==> src/nfh_pkg.sv <==
// package for the nand flash host controller: command codes, geometry, pin timing, register map
// assumes a 100 MHz clk_sys and an axi4-lite master with 32-bit data
package nfh_pkg;
    localparam int CLK_MHZ = 100;
    // pin timing in ns
    localparam int T_WP_NS = 25;
    localparam int T_WH_NS = 15;
    localparam int T_RP_NS = 35;
    localparam int T_RD_ACCESS_NS = 35;
    localparam int T_WHR_NS = 30;
    localparam int T_WB_NS = 200;
    localparam int T_WW_NS = 100;
    function automatic int ns2cyc(input int ns);
        int c;
        c = (ns * CLK_MHZ + 999) / 1000;
        return (c < 1) ? 1 : c;
    endfunction
    localparam int CYC_WP = ns2cyc(T_WP_NS);
    localparam int CYC_WH = ns2cyc(T_WH_NS);
    localparam int CYC_RP = ns2cyc(T_RP_NS + 10);
    localparam int CYC_REH = ns2cyc(T_WHR_NS);
    localparam int CYC_WB = ns2cyc(T_WB_NS);
    localparam int CYC_WW = ns2cyc(T_WW_NS);
    localparam int CNT_W = 6;
    // command codes
    localparam logic [7:0] CMD_READ1 = 8'h00;
    localparam logic [7:0] CMD_READ2 = 8'h01;
    localparam logic [7:0] CMD_READ3 = 8'h50;
    localparam logic [7:0] CMD_SERIN = 8'h80;
    localparam logic [7:0] CMD_PROG = 8'h10;
    localparam logic [7:0] CMD_ERASE1 = 8'h60;
    localparam logic [7:0] CMD_ERASE2 = 8'hd0;
    localparam logic [7:0] CMD_STATUS = 8'h70;
    localparam logic [7:0] CMD_ID = 8'h90;
    localparam logic [7:0] CMD_RESET = 8'hff;
    // geometry
    localparam int PAGE_BYTES = 528;
    localparam int MAIN_BYTES = 512;
    localparam int SPARE_BYTES = 16;
    localparam int HALF_COL = 256;
    localparam int PAGES_PER_BLK = 32;
    localparam int BLOCKS = 2048;
    localparam int PAGE_ADR_W = 16;
    localparam int BLK_LSB = 5;
    // register map (byte offsets)
    localparam logic [4:0] REG_CTRL = 5'h00;
    localparam logic [4:0] REG_ADDR = 5'h04;
    localparam logic [4:0] REG_WDATA = 5'h08;
    localparam logic [4:0] REG_RDATA = 5'h0c;
    localparam logic [4:0] REG_STAT = 5'h10;
    localparam logic [4:0] REG_WP = 5'h14;
    // ctrl fields
    localparam int CTRL_CMD_LSB = 0;
    localparam int CTRL_OP_LSB = 8;
    localparam int CTRL_NADR_LSB = 12;
    // host operations
    localparam logic [3:0] OP_CMD = 4'h1;
    localparam logic [3:0] OP_ADR = 4'h2;
    localparam logic [3:0] OP_WR = 4'h3;
    localparam logic [3:0] OP_RD = 4'h4;
    localparam logic [1:0] RESP_OKAY = 2'b00;
    localparam logic [1:0] RESP_SLVERR = 2'b10;
    typedef enum logic [5:0] {
        ST_IDLE = 6'b000001,
        ST_SETUP = 6'b000010,
        ST_WLOW = 6'b000100,
        ST_WHIGH = 6'b001000,
        ST_RLOW = 6'b010000,
        ST_RHIGH = 6'b100000
    } nfh_state_e;
endpackage

==> src/nfh_sync.sv <==
// two-flop synchroniser for a pin level
// assumes the input is asynchronous to clk_sys
`timescale 1ns/10ps
module nfh_sync #(
    parameter int W = 1
) (
    input wire logic clk_sys, // system clock
    input wire logic rst_n, // async reset, active low
    input wire logic [W-1:0] pinIn, // asynchronous level
    output logic [W-1:0] syncOut // level in clk_sys domain
);
    logic [W-1:0] meta_ff;
    always_ff @(posedge clk_sys or negedge rst_n) begin
        if (!rst_n) begin
            // pins idle high; resetting to one avoids a false busy level after reset
            meta_ff <= '1;
            syncOut <= '1;
        end else begin
            meta_ff <= pinIn;
            syncOut <= meta_ff;
        end
    end
endmodule

==> src/nfh_host.sv <==
// host controller for a nand flash: drives the strobes and the shared io bus, axi4-lite slave for software
// assumes the flash pins are asynchronous and ready_busy_n is pulled up outside (open drain)
`timescale 1ns/10ps
module nfh_host
    import nfh_pkg::*;
(
    input wire logic clk_sys, // system clock
    input wire logic rst_n, // async reset, active low
    input wire logic [4:0] s_axi_awaddr, // write address
    input wire logic s_axi_awvalid, // write address valid
    output logic s_axi_awready, // write address ready
    input wire logic [31:0] s_axi_wdata, // write data
    input wire logic [3:0] s_axi_wstrb, // byte strobes
    input wire logic s_axi_wvalid, // write data valid
    output logic s_axi_wready, // write data ready
    output logic [1:0] s_axi_bresp, // write response
    output logic s_axi_bvalid, // write response valid
    input wire logic s_axi_bready, // write response ready
    input wire logic [4:0] s_axi_araddr, // read address
    input wire logic s_axi_arvalid, // read address valid
    output logic s_axi_arready, // read address ready
    output logic [31:0] s_axi_rdata, // read data
    output logic [1:0] s_axi_rresp, // read response
    output logic s_axi_rvalid, // read data valid
    input wire logic s_axi_rready, // read data ready
    output logic cmdLatch, // command latch strobe
    output logic addrLatch, // address latch strobe
    output logic chipSel_n, // chip select, active low
    output logic writeStrobe_n, // write strobe, active low
    output logic read_strobe_n, // read strobe, active low
    output logic writeProt_n, // write protect, active low
    output logic [15:0] ioOut, // io bus drive value
    output logic ioOe_n, // io bus enable, low drives
    input wire logic [15:0] ioIn, // io bus sampled
    input wire logic ready_busy_n // open-drain ready/busy
);
    import nfh_pkg::*;

    nfh_state_e state_ff, nxt_state;
    logic [CNT_W-1:0] cnt_ff;
    logic [7:0] cmd_ff;
    logic [3:0] op_ff;
    logic [1:0] nAdr_ff, adrIdx_ff;
    logic [23:0] addr_ff;
    logic [15:0] wdata_ff, rdata_ff;
    logic halfSel_ff, busy_ff, wpReg_ff, wideBus_ff, cmdErr_ff, chipSel_ff;
    logic pinSync;
    logic ready, rbPrev_ff;
    logic awHeld_ff, wHeld_ff;
    logic [4:0] awAddr_ff;
    logic [31:0] wData_ff;
    logic [3:0] wStrb_ff;

    nfh_sync #(.W(1)) uSync (
        .clk_sys(clk_sys),
        .rst_n(rst_n),
        .pinIn(ready_busy_n),
        .syncOut(pinSync)
    );
    assign ready = pinSync;

    function automatic logic cmdAllowedBusy(input logic [7:0] c);
        return (c == CMD_STATUS) || (c == CMD_RESET);
    endfunction

    function automatic logic cmdKnown(input logic [7:0] c, input logic wide);
        case (c)
            CMD_READ1, CMD_READ3, CMD_SERIN, CMD_PROG, CMD_ERASE1, CMD_ERASE2,
            CMD_STATUS, CMD_ID, CMD_RESET: return 1'b1;
            CMD_READ2: return !wide;
            default: return 1'b0;
        endcase
    endfunction

    // axi write path: address and data accepted in either order
    wire wrGo = awHeld_ff && wHeld_ff && !s_axi_bvalid;
    assign s_axi_awready = !awHeld_ff && !s_axi_bvalid;
    assign s_axi_wready = !wHeld_ff && !s_axi_bvalid;
    wire opStart = wrGo && awAddr_ff == REG_CTRL && state_ff == ST_IDLE;
    wire [7:0] newCmd = wData_ff[CTRL_CMD_LSB +: 8];
    wire [3:0] newOp = wData_ff[CTRL_OP_LSB +: 4];
    // a busy device sees only status and reset commands
    wire cmdOk = !(newOp == OP_CMD) ||
                 (cmdKnown(newCmd, wideBus_ff) && (ready || cmdAllowedBusy(newCmd)));

    always_ff @(posedge clk_sys or negedge rst_n) begin
        if (!rst_n) begin
            awHeld_ff <= 1'b0;
            wHeld_ff <= 1'b0;
            awAddr_ff <= '0;
            wData_ff <= '0;
            wStrb_ff <= '0;
            s_axi_bvalid <= 1'b0;
            s_axi_bresp <= RESP_OKAY;
        end else begin
            if (s_axi_awvalid && s_axi_awready) begin
                awHeld_ff <= 1'b1;
                awAddr_ff <= s_axi_awaddr;
            end
            if (s_axi_wvalid && s_axi_wready) begin
                wHeld_ff <= 1'b1;
                wData_ff <= s_axi_wdata;
                // strobes travel with the data; the master may change them once w is taken
                wStrb_ff <= s_axi_wstrb;
            end
            if (wrGo) begin
                awHeld_ff <= 1'b0;
                wHeld_ff <= 1'b0;
                s_axi_bvalid <= 1'b1;
                s_axi_bresp <= RESP_OKAY;
                // ctrl while a cycle runs, or an illegal command, is refused
                if (awAddr_ff == REG_CTRL && (state_ff != ST_IDLE || !cmdOk))
                    s_axi_bresp <= RESP_SLVERR;
                else if (awAddr_ff > REG_WP || awAddr_ff[1:0] != 2'b00)
                    s_axi_bresp <= RESP_SLVERR;
            end else if (s_axi_bvalid && s_axi_bready) begin
                s_axi_bvalid <= 1'b0;
            end
        end
    end

    // software registers
    always_ff @(posedge clk_sys or negedge rst_n) begin
        if (!rst_n) begin
            addr_ff <= '0;
            wdata_ff <= '0;
            wpReg_ff <= 1'b0;
            wideBus_ff <= 1'b0;
            chipSel_ff <= 1'b0;
        end else if (wrGo && wStrb_ff != 4'h0) begin
            case (awAddr_ff)
                REG_ADDR: addr_ff <= wData_ff[23:0];
                REG_WDATA: wdata_ff <= wData_ff[15:0];
                REG_WP: begin
                    wpReg_ff <= wData_ff[0];
                    wideBus_ff <= wData_ff[1];
                    chipSel_ff <= wData_ff[2];
                end
                default: ;
            endcase
        end
    end

    // pin cycle engine
    always_comb begin
        nxt_state = state_ff;
        case (state_ff)
            ST_IDLE: if (opStart && cmdOk && newOp != 4'h0) nxt_state = ST_SETUP;
            ST_SETUP: if (cnt_ff == '0) nxt_state = (op_ff == OP_RD) ? ST_RLOW : ST_WLOW;
            ST_WLOW: if (cnt_ff == '0) nxt_state = ST_WHIGH;
            ST_WHIGH: if (cnt_ff == '0) nxt_state = (op_ff == OP_ADR && adrIdx_ff != nAdr_ff) ? ST_WLOW : ST_IDLE;
            ST_RLOW: if (cnt_ff == '0) nxt_state = ST_RHIGH;
            ST_RHIGH: if (cnt_ff == '0) nxt_state = ST_IDLE;
            default: nxt_state = ST_IDLE;
        endcase
    end

    always_ff @(posedge clk_sys or negedge rst_n) begin
        if (!rst_n) begin
            state_ff <= ST_IDLE;
            cnt_ff <= '0;
            op_ff <= '0;
            cmd_ff <= '0;
            nAdr_ff <= '0;
            adrIdx_ff <= '0;
        end else begin
            state_ff <= nxt_state;
            if (cnt_ff != '0)
                cnt_ff <= cnt_ff - 1'b1;
            case (state_ff)
                ST_IDLE: if (nxt_state == ST_SETUP) begin
                    op_ff <= newOp;
                    cmd_ff <= newCmd;
                    nAdr_ff <= wData_ff[CTRL_NADR_LSB +: 2];
                    adrIdx_ff <= '0;
                    // write protect must be high ahead of a data-in strobe
                    cnt_ff <= (newOp == OP_WR) ? CNT_W'(CYC_WW) : CNT_W'(CYC_WH);
                end
                ST_SETUP, ST_WHIGH: if (cnt_ff == '0 && nxt_state == ST_WLOW) begin
                    cnt_ff <= CNT_W'(CYC_WP);
                    adrIdx_ff <= adrIdx_ff + 1'b1;
                end else if (cnt_ff == '0 && nxt_state == ST_RLOW)
                    cnt_ff <= CNT_W'(CYC_RP);
                ST_WLOW: if (cnt_ff == '0)
                    cnt_ff <= (op_ff == OP_CMD) ? CNT_W'(CYC_WB) : CNT_W'(CYC_WH);
                ST_RLOW: if (cnt_ff == '0)
                    cnt_ff <= CNT_W'(CYC_REH);
                default: ;
            endcase
        end
    end

    // pins
    wire wrPhase = (state_ff == ST_SETUP && op_ff != OP_RD) || state_ff == ST_WLOW || state_ff == ST_WHIGH;
    wire [7:0] adrByte = (adrIdx_ff == 2'd1) ? addr_ff[7:0] :
                         (adrIdx_ff == 2'd2) ? addr_ff[15:8] : addr_ff[23:16];
    always_ff @(posedge clk_sys or negedge rst_n) begin
        if (!rst_n) begin
            cmdLatch <= 1'b0;
            addrLatch <= 1'b0;
            writeStrobe_n <= 1'b1;
            read_strobe_n <= 1'b1;
            ioOut <= '0;
            ioOe_n <= 1'b1;
        end else begin
            cmdLatch <= wrPhase && op_ff == OP_CMD;
            addrLatch <= wrPhase && op_ff == OP_ADR;
            writeStrobe_n <= !(nxt_state == ST_WLOW);
            read_strobe_n <= !(nxt_state == ST_RLOW);
            ioOe_n <= !wrPhase;
            if (op_ff == OP_CMD)
                ioOut <= {8'h00, cmd_ff};
            else if (op_ff == OP_ADR)
                ioOut <= {8'h00, adrByte};
            else
                ioOut <= wideBus_ff ? wdata_ff : {8'h00, wdata_ff[7:0]};
        end
    end
    // chip select held low unless software parks it and the device is ready
    assign chipSel_n = chipSel_ff && ready;
    assign writeProt_n = wpReg_ff;

    // data sampled at read strobe rise, past the access delay; device advances its column itself
    always_ff @(posedge clk_sys or negedge rst_n) begin
        if (!rst_n) begin
            rdata_ff <= '0;
            halfSel_ff <= 1'b0;
            busy_ff <= 1'b0;
            cmdErr_ff <= 1'b0;
            rbPrev_ff <= 1'b1;
        end else begin
            rbPrev_ff <= ready;
            if (state_ff == ST_RLOW && cnt_ff == '0)
                rdata_ff <= wideBus_ff ? ioIn : {8'h00, ioIn[7:0]};
            if (state_ff == ST_IDLE && nxt_state == ST_SETUP && newOp == OP_CMD) begin
                if (newCmd == CMD_READ1 || newCmd == CMD_READ3)
                    halfSel_ff <= 1'b0;
                else if (newCmd == CMD_READ2)
                    halfSel_ff <= 1'b1;
            end
            busy_ff <= !ready;
            if (opStart && !cmdOk)
                cmdErr_ff <= 1'b1;
            else if (wrGo && awAddr_ff == REG_STAT)
                cmdErr_ff <= 1'b0;
        end
    end

    // axi read path
    logic [31:0] rdMux;
    always_comb begin
        rdMux = '0;
        case (s_axi_araddr)
            REG_CTRL: rdMux = {16'h0, 4'h0, op_ff, cmd_ff};
            REG_ADDR: rdMux = {8'h0, addr_ff};
            REG_WDATA: rdMux = {16'h0, wdata_ff};
            REG_RDATA: rdMux = {16'h0, rdata_ff};
            REG_STAT: rdMux = {27'h0, cmdErr_ff, halfSel_ff, rbPrev_ff, busy_ff, state_ff != ST_IDLE};
            REG_WP: rdMux = {29'h0, chipSel_ff, wideBus_ff, wpReg_ff};
            default: rdMux = '0;
        endcase
    end
    assign s_axi_arready = !s_axi_rvalid;
    always_ff @(posedge clk_sys or negedge rst_n) begin
        if (!rst_n) begin
            s_axi_rvalid <= 1'b0;
            s_axi_rdata <= '0;
            s_axi_rresp <= RESP_OKAY;
        end else if (s_axi_arvalid && s_axi_arready) begin
            s_axi_rvalid <= 1'b1;
            s_axi_rdata <= rdMux;
            s_axi_rresp <= (s_axi_araddr > REG_WP || s_axi_araddr[1:0] != 2'b00) ? RESP_SLVERR : RESP_OKAY;
        end else if (s_axi_rready) begin
            s_axi_rvalid <= 1'b0;
        end
    end
endmodule

==> config.mk <==
export PLATFORM = sky130hd
export DESIGN_NAME = nfh_host
export DESIGN_NICKNAME = d
export VERILOG_FILES = /design/src/nfh_pkg.sv /design/src/nfh_sync.sv /design/src/nfh_host.sv
export SDC_FILE = /design/constraint.sdc
export NUM_CORES = 1
export LEC_CHECK = 0
export BUFFER_PORTS_ARGS = -buffer_cell sky130_fd_sc_hd__buf_2
export CAP_MARGIN = 10
export CORE_UTILIZATION = 30
export DETAILED_ROUTE_END_ITERATION = 6
export GPL_TIMING_DRIVEN = 0
export MAX_ROUTING_LAYER = met4
export PLACE_DENSITY = 0.55
export SLEW_MARGIN = 20
export SYNTH_ARGS = -nofsm -noshare
export SYNTH_HDL_FRONTEND = slang
export SYNTH_SLANG_ARGS = --single-unit
==> constraint.sdc <==
create_clock -name clk_sys -period 4.11 [get_ports clk_sys]
set_input_delay 0.411 -clock clk_sys [delete_from_list [all_inputs] [get_ports clk_sys]]
set_output_delay 0.411 -clock clk_sys [all_outputs]
set_load 0.1 [all_outputs]
==> results of run 1 <==
worst min path at each step:
stage	from	end	slack (ps)
after detailed placement	uSync.meta_ff	uSync.syncOut	350
after global routing	ready_busy_n	uSync.meta_ff	60
after floorplan	rst_n	addrLatch	120
after global placement	uSync.meta_ff	uSync.syncOut	350
after CTS	ready_busy_n	uSync.meta_ff	60
final	ready_busy_n	uSync.meta_ff	70
worst max-delay path: stages (launching register included):
cell and delay (ps):
dfrtp_1 490, nor4b_1 610, o21ai_0 220, and2_1 190
a31oi_1 520, or2_1 210, buf_6 120, buf_12 150
mux2_4 300
kinds of logic after synthesis:
family                   share of synthesized area, %
AO/OA/AOI/OAI                                   11.07
buffers and inverters                           3.769
XOR/XNOR                                       0.7695
flip-flops                                      55.70
multiplexers                                    14.35
other                                         0.04707
adder cells (fa/ha/maj)                        0.7852
AND/OR/NAND/NOR                                 13.51
cell usage after synthesis (2+ instances only):
library cell / number
dfrtp_1: 170
nand2_1: 103
mux2_2: 78
nor2_1: 42
o21ai_0: 38
clkbuf_1: 36
a21oi_1: 31
a22oi_1: 24
a22o_1: 16
and2_1: 13
mux2i_1: 13
inv_1: 12
nand3_1: 11
buf_4: 10
mux2_4: 9
nor3_1: 8
dfstp_2: 7
ha_1: 5
nand2b_1: 5
nand3b_1: 5
o211ai_1: 5
a222oi_1: 4
nor4b_1: 4
or4b_2: 4
xnor2_1: 4
a31oi_1: 3
and3_1: 3
nand4_1: 3
nor3b_1: 3
nor4_1: 3
xor2_1: 3
a221oi_1: 2
buf_2: 2
or3_1: 2
registers in the layout (all words and copies together), names as in the netlist, 2 cells and up:
register     count
nAdr_ff          2
wData_ff        24
awAddr_ff        5
cmd_ff           8
ioOut           16
adrIdx_ff        2
cnt_ff           6
state_ff         6
op_ff            4
wStrb_ff         4
rdata_ff        16
s_axi_rdata     24
wdata_ff        16
addr_ff         24
per-stage QoR:
step / setup TNS, ps / util, % / power (mW)
6_report: 0 / 37.01 / 6.167
5_1_grt: 0 / 37.01 / 6.513
4_1_cts: 0 / 37.00 / 6.235
3_5_place_dp: 0 / 34.74 / 4.611
3_3_place_gp: -50520 / 34.50 / 4.555
2_1_floorplan: 0 / - / 4.013
power breakdown:
part / leakage (nW) / switching, mW / internal [mW] / total, mW
Clock: 0.277 / 0.784 / 0.822 / 1.61
Sequential: 2.23 / 0.480 / 2.23 / 2.71
Combinational: 2.01 / 1.14 / 0.712 / 1.85
Total: 4.51 / 2.40 / 3.76 / 6.17
per-layer routing:
layer / part of all wire [%] / vias to the layer above
met2: 46 / 170
met3: 4.5 / 16
li1: - / 2785
met1: 48 / 2838
met4: 1.0 / 0
met5: 0 / -
final cells by class:
cell class | count | area share (%)
diodes | 1 | 0.02595
repair buffers | 118 | 6.539
multi-input cells | 478 | 33.95
plain buffers | 51 | 2.647
clock inverters | 14 | 1.453
flip-flops and latches | 177 | 46.02
well taps | 335 | 4.346
clock buffers | 18 | 4.554
inverters | 12 | 0.4670
==> results.md, run 1 <==
* Gr ovfl total at 0
* Leading area contributor after synthesis: dfrtp_1
* Dpl cell area at roughly 0.0091 mm²
* Setup WS post-layout at ~1200 ps
* Vias in the first global route at ~5700
* Total die area at 0.02722 mm²
* Post-synthesis register bit count at 177
* R2R Path End: cmd_ff[5]
* Crit end category: flip-flop
* Avg Inst Size Synth at 11.24 µm²
* EDFF count, synth at 0
* Crit path kind: reg2reg
* Area Overhead vs Synth at 21.04%
* Min cycle time layout at 2924 ps
* PD cells at between 600 and 700 mW/mm²
* Worst Setup EP: cmd_ff[5]
* CP required at 4430 ps
* Drt wl/cell at 17.75 µm
* Yosys top cell area share at a little over half
* CTS sink count at between 150 and 200
* Largest net degree at the start of global routing at 94
* TritonRoute pass-1 iters at 5
* Seq/Total Area, Yosys at between 50% and 60%
* Number of I/O pins at 134
* Critical Path Start Type: flip-flop
* Synth warnings at 0
* Skew final at about 13 ps
* Antenna violations before repair at 1
* Hpwl dp at 15420 µm
* Resized Gates After CTS at 0
* Inst Count DP at approximately 1200
* Post-CTS Hold Buffers at 1
* Most used flip-flop cell after synthesis: dfrtp_1
* Area contributors post-synth: dfrtp_1 53%, mux2_2 11%, nand2_1 4.9%
* Detailed-route vias per instance at 4.825
* Clock tree buffer depth at 2
* FMAX at 0.3420 GHz
* Post-Layout Inst Area at around 0.0096 mm²
* Seq. cell area at approximately 0.0044 mm²
* Core Area at between 0.02 and 0.03 mm²
* GR Util met1 at 23.17%
* CTS tree: done
* Worst R2R Start: wData_ff[9]
* Final hold vios at 0
* Fillers at 2620
* CTS Root Cell: clkbuf_16
* DRC Markers at 0
* Die span in x at 165.0 µm
* All-Layer GR Usage at 16.97%
* R2R setup slack at 1190 ps
* Number of CTS-inserted buffers at 17
* Layout Cells excl Fill at 1204
* Reg2Reg Depth at 8
* Mapped Cells at 709
* Max rail drop VDD at 0.0005644 V
* Via count at between 5000 and 6000
* WHS Path Cells at 1
* DP Worst Slack at 1226 ps
* Crit-path max FO at 10
* Fin nets at slightly above 900
* Yosys cell types at between 60 and 70
* Post-route ant nets at 0
* Multi-input gate area at 0.003274 mm²
* Crit path launch: wData_ff[9]
* Routed WL at 21380 µm
* Most common cell after layout, fill and taps aside: dfrtp_1
* Die height at 165.0 µm
* Routability Congestion at 0.8059
* Initial Util at between 30% and 40%
* Slew Viols, Final at 0
* Synth async-reset ratio at 100.0%
* Share of cells above drive strength 1 at 31.11%
* Unrepaired setup endpoints after global routing: false
* Period utilization at 71.14%
* Max-slew headroom at 39.23%
* Core Rows at 59
* Worst-Skew Late Latency at roughly 440 ps
* Initial DRC count at 557
* First-pass GRT wire length at 33390 µm
* Minimum hold slack at between 70 and 80 ps
* Final setup vio count at 0
* Max-Cap Viols at 0
* Most frequent cells in the layout: 170 x dfrtp_1, 116 x buf_2, 103 x nand2_1, 78 x mux2_2, 42 x nor2_1
* Worst Path Arrival at about 3200 ps
* Static leakage at between 4 and 5 nW
* Synth Cell Area at approximately 0.008 mm²
* # Post-CTS Setup Buffers at 0
* Busiest grt layer: met2
* Outcome: completed
* Hold/Removal Path Class: in2reg
* Clock transition at the registers of the reported paths at roughly 70 ps
* H-tree lvl count at 4
* Met3 track demand over resource at between 3 and 4%
* Slew @ Worst Pin at ~910 ps
* Met2 Usage GRT at 25.88%
* PortBufs at 114
(Power assumes the default switching activity.)
==> run 2: changes to the inputs <==
==> constraint.sdc (replaced) <==
create_clock -name clk_sys -period 2.95 [get_ports clk_sys]
set_input_delay 0.295 -clock clk_sys [delete_from_list [all_inputs] [get_ports clk_sys]]
set_output_delay 0.295 -clock clk_sys [all_outputs]
set_load 0.1 [all_outputs]
==> run 2 against run 1 <==
Effect of this change:
- cell count unchanged
- wire length up 0.34%
- critical path depth up 1
- sequential power up 40%
- maximum frequency up 7.0%
- first-iteration DRC count down 35%
- clock skew down 3.3 ps
- die area unchanged
==> results.md, run 2 (synthesis gave the netlist of run 1 again) <==
* Crit path kind: reg2reg
* Hold/Removal Path Class: in2reg
* DP Worst Slack at around 69 ps
* CTS tree: done
* Fin nets at 930
* Combinational power share at 30.0%
* CP required at 3260 ps
* Antenna violations before repair at 1
* Setup TNS at 0 ps
* Initial DRC count at 363
* Drt wl/cell at roughly 18 µm
* Slew Viols, Final at 0
* Die height at 165.0 µm
* Clock transition at the registers of the reported paths at 70 ps
* Clock tree buffer depth at 2
* Core Rows at 59
* Worst-Skew Late Latency at approximately 430 ps
* Largest net degree at the start of global routing at 96
* Largest regs: addr_ff: 24 flops, s_axi_rdata: 24 flops, wData_ff: 24 flops
* Switching Power at 3.263 mW
* Area Overhead vs Synth at 21.55%
* PD cells at 895.2 mW/mm²
* CTS Root Cell: clkbuf_16
* Total die area at 0.02722 mm²
* Number of CTS-inserted buffers at 17
* Most frequent cells in the layout: 170 x dfrtp_1, 115 x buf_2, 103 x nand2_1, 78 x mux2_2, 39 x nor2_1
* Share of cells above drive strength 1 at between 30% and 40%
* Vias in the first global route at between 5000 and 6000
* Critical-path cell list: nor4_4, and3b_1, clkbuf_1, and2_1, a31oi_2, or2_1, buf_6, buf_12, mux2_4
* Gr ovfl total at 0
* Critical Path Start Type: flip-flop
* Worst Path Arrival at 3050 ps
* Final setup vio count at 0
* Unrepaired setup endpoints after global routing: true
* Sequential power share at 43.7%
* Max-Cap Viols at 0
* # Post-CTS Setup Buffers at 0
* Static leakage at 4.517 nW
* FMAX at 0.3659 GHz
* Max rail drop VDD at 0.0007097 V
* Slew @ Worst Pin at 862.7 ps
* CP top delay family: simple AND/OR/NAND/NOR gates
* Routed WL at approximately 21000 µm
* Crit end category: flip-flop
* Final hold vios at 0
* Skew final at 9.502 ps
* Sw frac at 37.64%
* Die span in x at 165.0 µm
* PortBufs at approximately 110
* Max-slew headroom at 42.38%
* TritonRoute pass-1 iters at 7
* Detailed-route vias per instance at 4.850
* Number of I/O pins at 134
* Most common cell after layout, fill and taps aside: dfrtp_1
* Initial Util at about 31%
* Crit path max-delay cell type: dfrtp_1
* Power Internal at about 5.4 mW
* Setup WS post-layout at between 200 and 250 ps
* CTS sink count at about 180
* Min cycle time layout at 2733 ps
* Clock Power Share at between 20% and 30%
* H-tree lvl count at 4
* First-pass GRT wire length at 33750 µm
* Fillers at roughly 2600
* Post-route ant nets at 0
* DRC Markers at 0
* Core Area at 0.02606 mm²
* Hpwl dp at 15580 µm
* Period utilization at between 90 and 100%
* Routability Congestion at roughly 0.84
* Delay of the slowest critical-path stage at 460 ps
* CP Buf/Inv Count at 3
* Outcome: completed
* Crit-path max FO at 10
* Via count at 5840
* All-Layer GR Usage at 17.22%
run 2: cell types whose count changed in the layout (fill, tap and decap cells not counted), moves of 2 or more:
cell	before	now
inv_8	4	0
nor2_2	1	4
clkbuf_1	36	38
clkinv_8	2	0
nor2_1	42	39
bufinv_16	0	2
run 2: cell type report:
cell class              count  area [µm²]  area share [%]
diodes                      1       2.502         0.02584
repair buffers            118       635.6           6.563
inverters                  12       48.80          0.5039
well taps                 335       419.2           4.328
flip-flops and latches    177        4438           45.83
clock buffers              21       460.4           4.755
plain buffers              51       255.2           2.636
multi-input cells         478        3297           34.04
clock inverters            11       127.6           1.318
run 2: final timing paths:
| path | from | to | slack [ps] | cells past startpoint |
|---|---|---|---|---|
| max | state_ff[2] | cmd_ff[4] | 220 | 9 |
| min | s_axi_bready | s_axi_bvalid | 30 | 2 |
| max reg2reg | state_ff[2] | cmd_ff[4] | 220 | 9 |
| min reg2reg | uSync.meta_ff | uSync.syncOut | 350 | 0 |
| max in group asynchronous | rst_n | addr_ff[5] | 1610 | 3 |
| min in group asynchronous | rst_n | addr_ff[19] | 460 | 2 |
run 2: metrics by stage:
step | util [%] | hold WS [ps] | cells | power (mW) | instance area, µm²
floorplan | - | -0.5911 | 718 | 5.601 | 8015
global placement | 34.56 | 346.7 | 1167 | 6.344 | 9005
detailed placement | 34.75 | 347.8 | 1169 | 6.423 | 9056
CTS | 37.09 | 21.84 | 1203 | 8.737 | 9664
global route | 37.16 | 45.69 | 1204 | 9.156 | 9684
finish | 37.16 | 30.36 | 1204 | 8.669 | 9684
run 2: what timing repair did:
item,in CTS,in global routing
hold endpoints to repair,76,0
resized for setup,0,3
hold buffers,2,0
endpoints found under the setup margin,0,21
run 2: power by group through the flow:
stage                     combinational, mW  clock, mW  sequential [mW]
after detailed placement               2.60          0             3.82
after global placement                 2.54          0             3.80
after floorplan                        1.60          0             4.00
after CTS                              2.62       2.34             3.78
after global routing                   2.83       2.44             3.88
final                                  2.60       2.29             3.79
run 2: metal layers:
| metal | vias to the layer above | global-route usage, % | routed length, µm |
|---|---|---|---|
| met1 | 2872 | 22.77 | 10290 |
| met4 | 0 | 4.671 | 240 |
| met3 | 20 | 3.867 | 1056 |
| met5 | - | - | 0 |
| li1 | 2799 | - | - |
| met2 | 149 | 26.49 | 9857 |
==> run 3: changes to the inputs <==
--- a/config.mk
+++ b/config.mk
@@ -5,6 +5,7 @@
 export SDC_FILE = /design/constraint.sdc
 export NUM_CORES = 1
 export LEC_CHECK = 0
+export ABC_AREA = 1
 export BUFFER_PORTS_ARGS = -buffer_cell sky130_fd_sc_hd__buf_2
 export CAP_MARGIN = 10
 export CORE_UTILIZATION = 30
==> run 3 against run 2 <==
Effect of this change:
- sequential power fell by 11%
- critical path depth fell by 1
- clock power rose by 2%
- maximum frequency rose by 35%
- area after synthesis rose by 3.4%
- sequential share of layout area fell by 1.2 points
- highest routed layer unchanged
- via count rose by 15%
- first-iteration DRC count rose by 55%
- non-clock buffer count fell by 8
- worst setup slack improved by 710 ps
- largest cell class unchanged
- cell count rose by 19%
- global-route usage rose by 0.87 points
==> results.md, run 3 <==
* Reg2Reg Depth at 8
* Crit path kind: reg2reg
* Max-Cap Viols at 0
* Critical Path Start Type: flip-flop
* TritonRoute pass-1 iters at 5
* Leading area contributor after synthesis: dfrtp_1
* Largest regs: addr_ff: 24 flops, s_axi_rdata: 24 flops, wData_ff: 24 flops
* Initial DRC count at 563
* Min cycle time layout at between 2000 and 2500 ps
* Most used flip-flop cell after synthesis: dfrtp_1
* R2R setup slack at between 900 and 1000 ps
* Outcome: completed
* Synth Cell Area at around 0.0082 mm²
* Top-count cell post-synth: nand2_1
* H-tree lvl count at 4
* Area Overhead vs Synth at 20.74%
* Layout Cells excl Fill at between 1000 and 1500
* Hold Crit Start: s_axi_bready
* Synth top cells by count: 186 x nand2_1, 170 x dfrtp_1, 108 x inv_1
* Final Power at 8.367 mW
* WHS Path Cells at 2
* Delay of the slowest critical-path stage at 420 ps
* # Post-CTS Setup Buffers at 0
* Worst Path Arrival at about 2300 ps
* Via count at approximately 6700
* Hold/Removal Path Class: in2reg
* Share of cells above drive strength 1 at 25.37%
* Slew @ Worst Pin at 671.0 ps
* Skew final at 16.38 ps
* Crit-path max FO at 10
* Largest net degree at the start of global routing at 95
* All-Layer GR Usage at 18.09%
* DRC Markers at 0
* Slew Viols, Final at 0
* Crit end category: flip-flop
* Clock transition at the registers of the reported paths at 80 ps
* Seq/Total Area, Yosys at a little over half
* Worst R2R Start: adrIdx_ff[0]
* Most common cell after layout, fill and taps aside: nand2_1
* First-pass GRT wire length at 37320 µm
* Vias in the first global route at around 6300
* Minimum hold slack at 18.23 ps
* Post-synthesis register bit count at 177
* Gr ovfl total at 0
* Synth async-reset ratio at 100.0%
* EDFF count, synth at 0
* Area contributors post-synth: dfrtp_1 52%, nand2_1 8.5%, o21ai_0 5.1%
* Avg Inst Size Synth at 8.833 µm²
* Max-slew headroom at 55.26%
* Fillers at 2786
* CTS tree: done
* Drt wl/cell at 16.53 µm
* R2R Path End: ioOut[6]
* Total die area at 0.02814 mm²
* Crit path max-delay cell type: dfrtp_1
* Antenna violations before repair at 1
* Worst-Skew Late Latency at approximately 440 ps
* Hold Path End: s_axi_bvalid
* Routability Congestion at 0.9117
* Fin nets at 1154
* Unrepaired setup endpoints after global routing: false
* Hpwl dp at 18090 µm
* Core Area at approximately 0.027 mm²
* Die span in x at 167.7 µm
* PD cells at 840.9 mW/mm²
* Die height at 167.7 µm
* Critical-path cell list: inv_1, ha_1, clkbuf_1, nand2_1, o211ai_1, o21ai_0, a21oi_1, a21oi_1
* CTS sink count at between 150 and 200
* Most frequent cells in the layout: 186 x nand2_1, 170 x dfrtp_1, 125 x buf_2, 108 x inv_1, 84 x o21ai_0
* CTS Root Cell: clkbuf_16
* Core Rows at 60
* Final setup vio count at 0
* Detailed-route vias per instance at approximately 4.7
* Synth warnings at 0
* Number of CTS-inserted buffers at 17
* Mapped Cells at 933
* CP required at 3230 ps
* Period utilization at 68.63%
* PortBufs at between 100 and 150
* Setup TNS at 0 ps
* FMAX at a little under 0.5 GHz
* Yosys cell types at 43
* CP dominant cell by count: a21oi_1
* Max rail drop VDD at 0.0008912 V
* Initial Util at a little over 30%
* Yosys top cell area share at 51.62%
* Post-route ant nets at 0
* Clock tree buffer depth at 2
* Routed WL at 23710 µm
* Static leakage at around 4.9 nW
* Inst Count DP at 1399
* Final hold vios at 0
* Number of I/O pins at 134
## run 3: cell count changes after synthesis, sizes merged, moves of 24 or more
| cell | previous run | this run |
|---|---|---|
| o21ai | 38 | 117 |
| a22oi | 24 | 0 |
| inv | 12 | 126 |
| mux2 | 87 | 8 |
| a21oi | 31 | 73 |
| nor2 | 43 | 81 |
| nand2 | 103 | 194 |
| nand3 | 11 | 40 |
## run 3: final cells by class
class	count	area (µm²)	area share, %
diodes	1	2.502	0.02515
inverters	128	483.0	4.854
clock buffers	18	439.2	4.413
plain buffers	43	270.3	2.716
flip-flops and latches	177	4438	44.60
repair buffers	118	633.1	6.362
clock inverters	14	168.9	1.697
well taps	341	426.7	4.288
multi-input cells	594	3089	31.04
## run 3: logic make-up after synthesis
logic type | after synthesis | synth area share (%)
AND/OR/NAND/NOR | 345 | 19.33
XOR/XNOR | 1 | 0.1063
adder cells (fa/ha/maj) | 5 | 0.7591
other | 1 | 0.04550
multiplexers | 8 | 1.093
buffers and inverters | 171 | 9.139
flip-flops | 177 | 53.85
AO/OA/AOI/OAI | 225 | 15.68
## run 3: worst max-delay path by stage
stage,from,endpoint,slack [ps],depth (start not counted)
floorplan,s_axi_bvalid,wData_ff[17],270,4
global placement,rst_n,wStrb_ff[2],-1420,1
detailed placement,adrIdx_ff[0],ioOut[6],970,8
CTS,cnt_ff[0],cnt_ff[0],950,10
global route,adrIdx_ff[0],ioOut[6],790,8
finish,adrIdx_ff[0],ioOut[6],930,8
## run 3: timing repair
action | CTS | global route
endpoints found under the hold margin | 82 | 0
resized for setup | 0 | 0
hold buffers | 2 | 0
## run 3: metal layers
| metal | track usage (%) | vias to the layer above | part of all wire (%) |
|---|---|---|---|
| met5 | - | - | 0 |
| met4 | 4.986 | 0 | 1.3 |
| met3 | 2.505 | 18 | 3.9 |
| met2 | 26.25 | 170 | 44 |
| met1 | 26.20 | 3210 | 51 |
| li1 | - | 3313 | - |
## run 3: per-stage QoR
| stage | area [µm²] | util [%] | worst slack, ps |
|---|---|---|---|
| final | 9951 | 36.92 | 925.5 |
| after global routing | 9951 | 36.92 | 788.5 |
| after CTS | 9948 | 36.91 | 953.0 |
| after detailed placement | 9320 | 34.58 | 968.1 |
| after global placement | 9283 | 34.44 | -1421 |
| after floorplan | 8280 | - | 271.8 |
## run 3: power by group
| group | internal (mW) | total (mW) | switching [mW] |
|---|---|---|---|
| registers | 2.96 | 3.38 | 0.418 |
| logic | 0.703 | 2.66 | 1.95 |
| clock network | 1.23 | 2.33 | 1.10 |
| total | 4.90 | 8.37 | 3.47 |
## run 3: critical path, delay by kind of cell, from the launching register on
kind                       cells  cell delay [ps]
AOI/OAI and AO/OA              4              530
adders and majority gates      1              340
buffers and inverters          2              480
DFF                            1              420
and+or+nand+nor                1              100
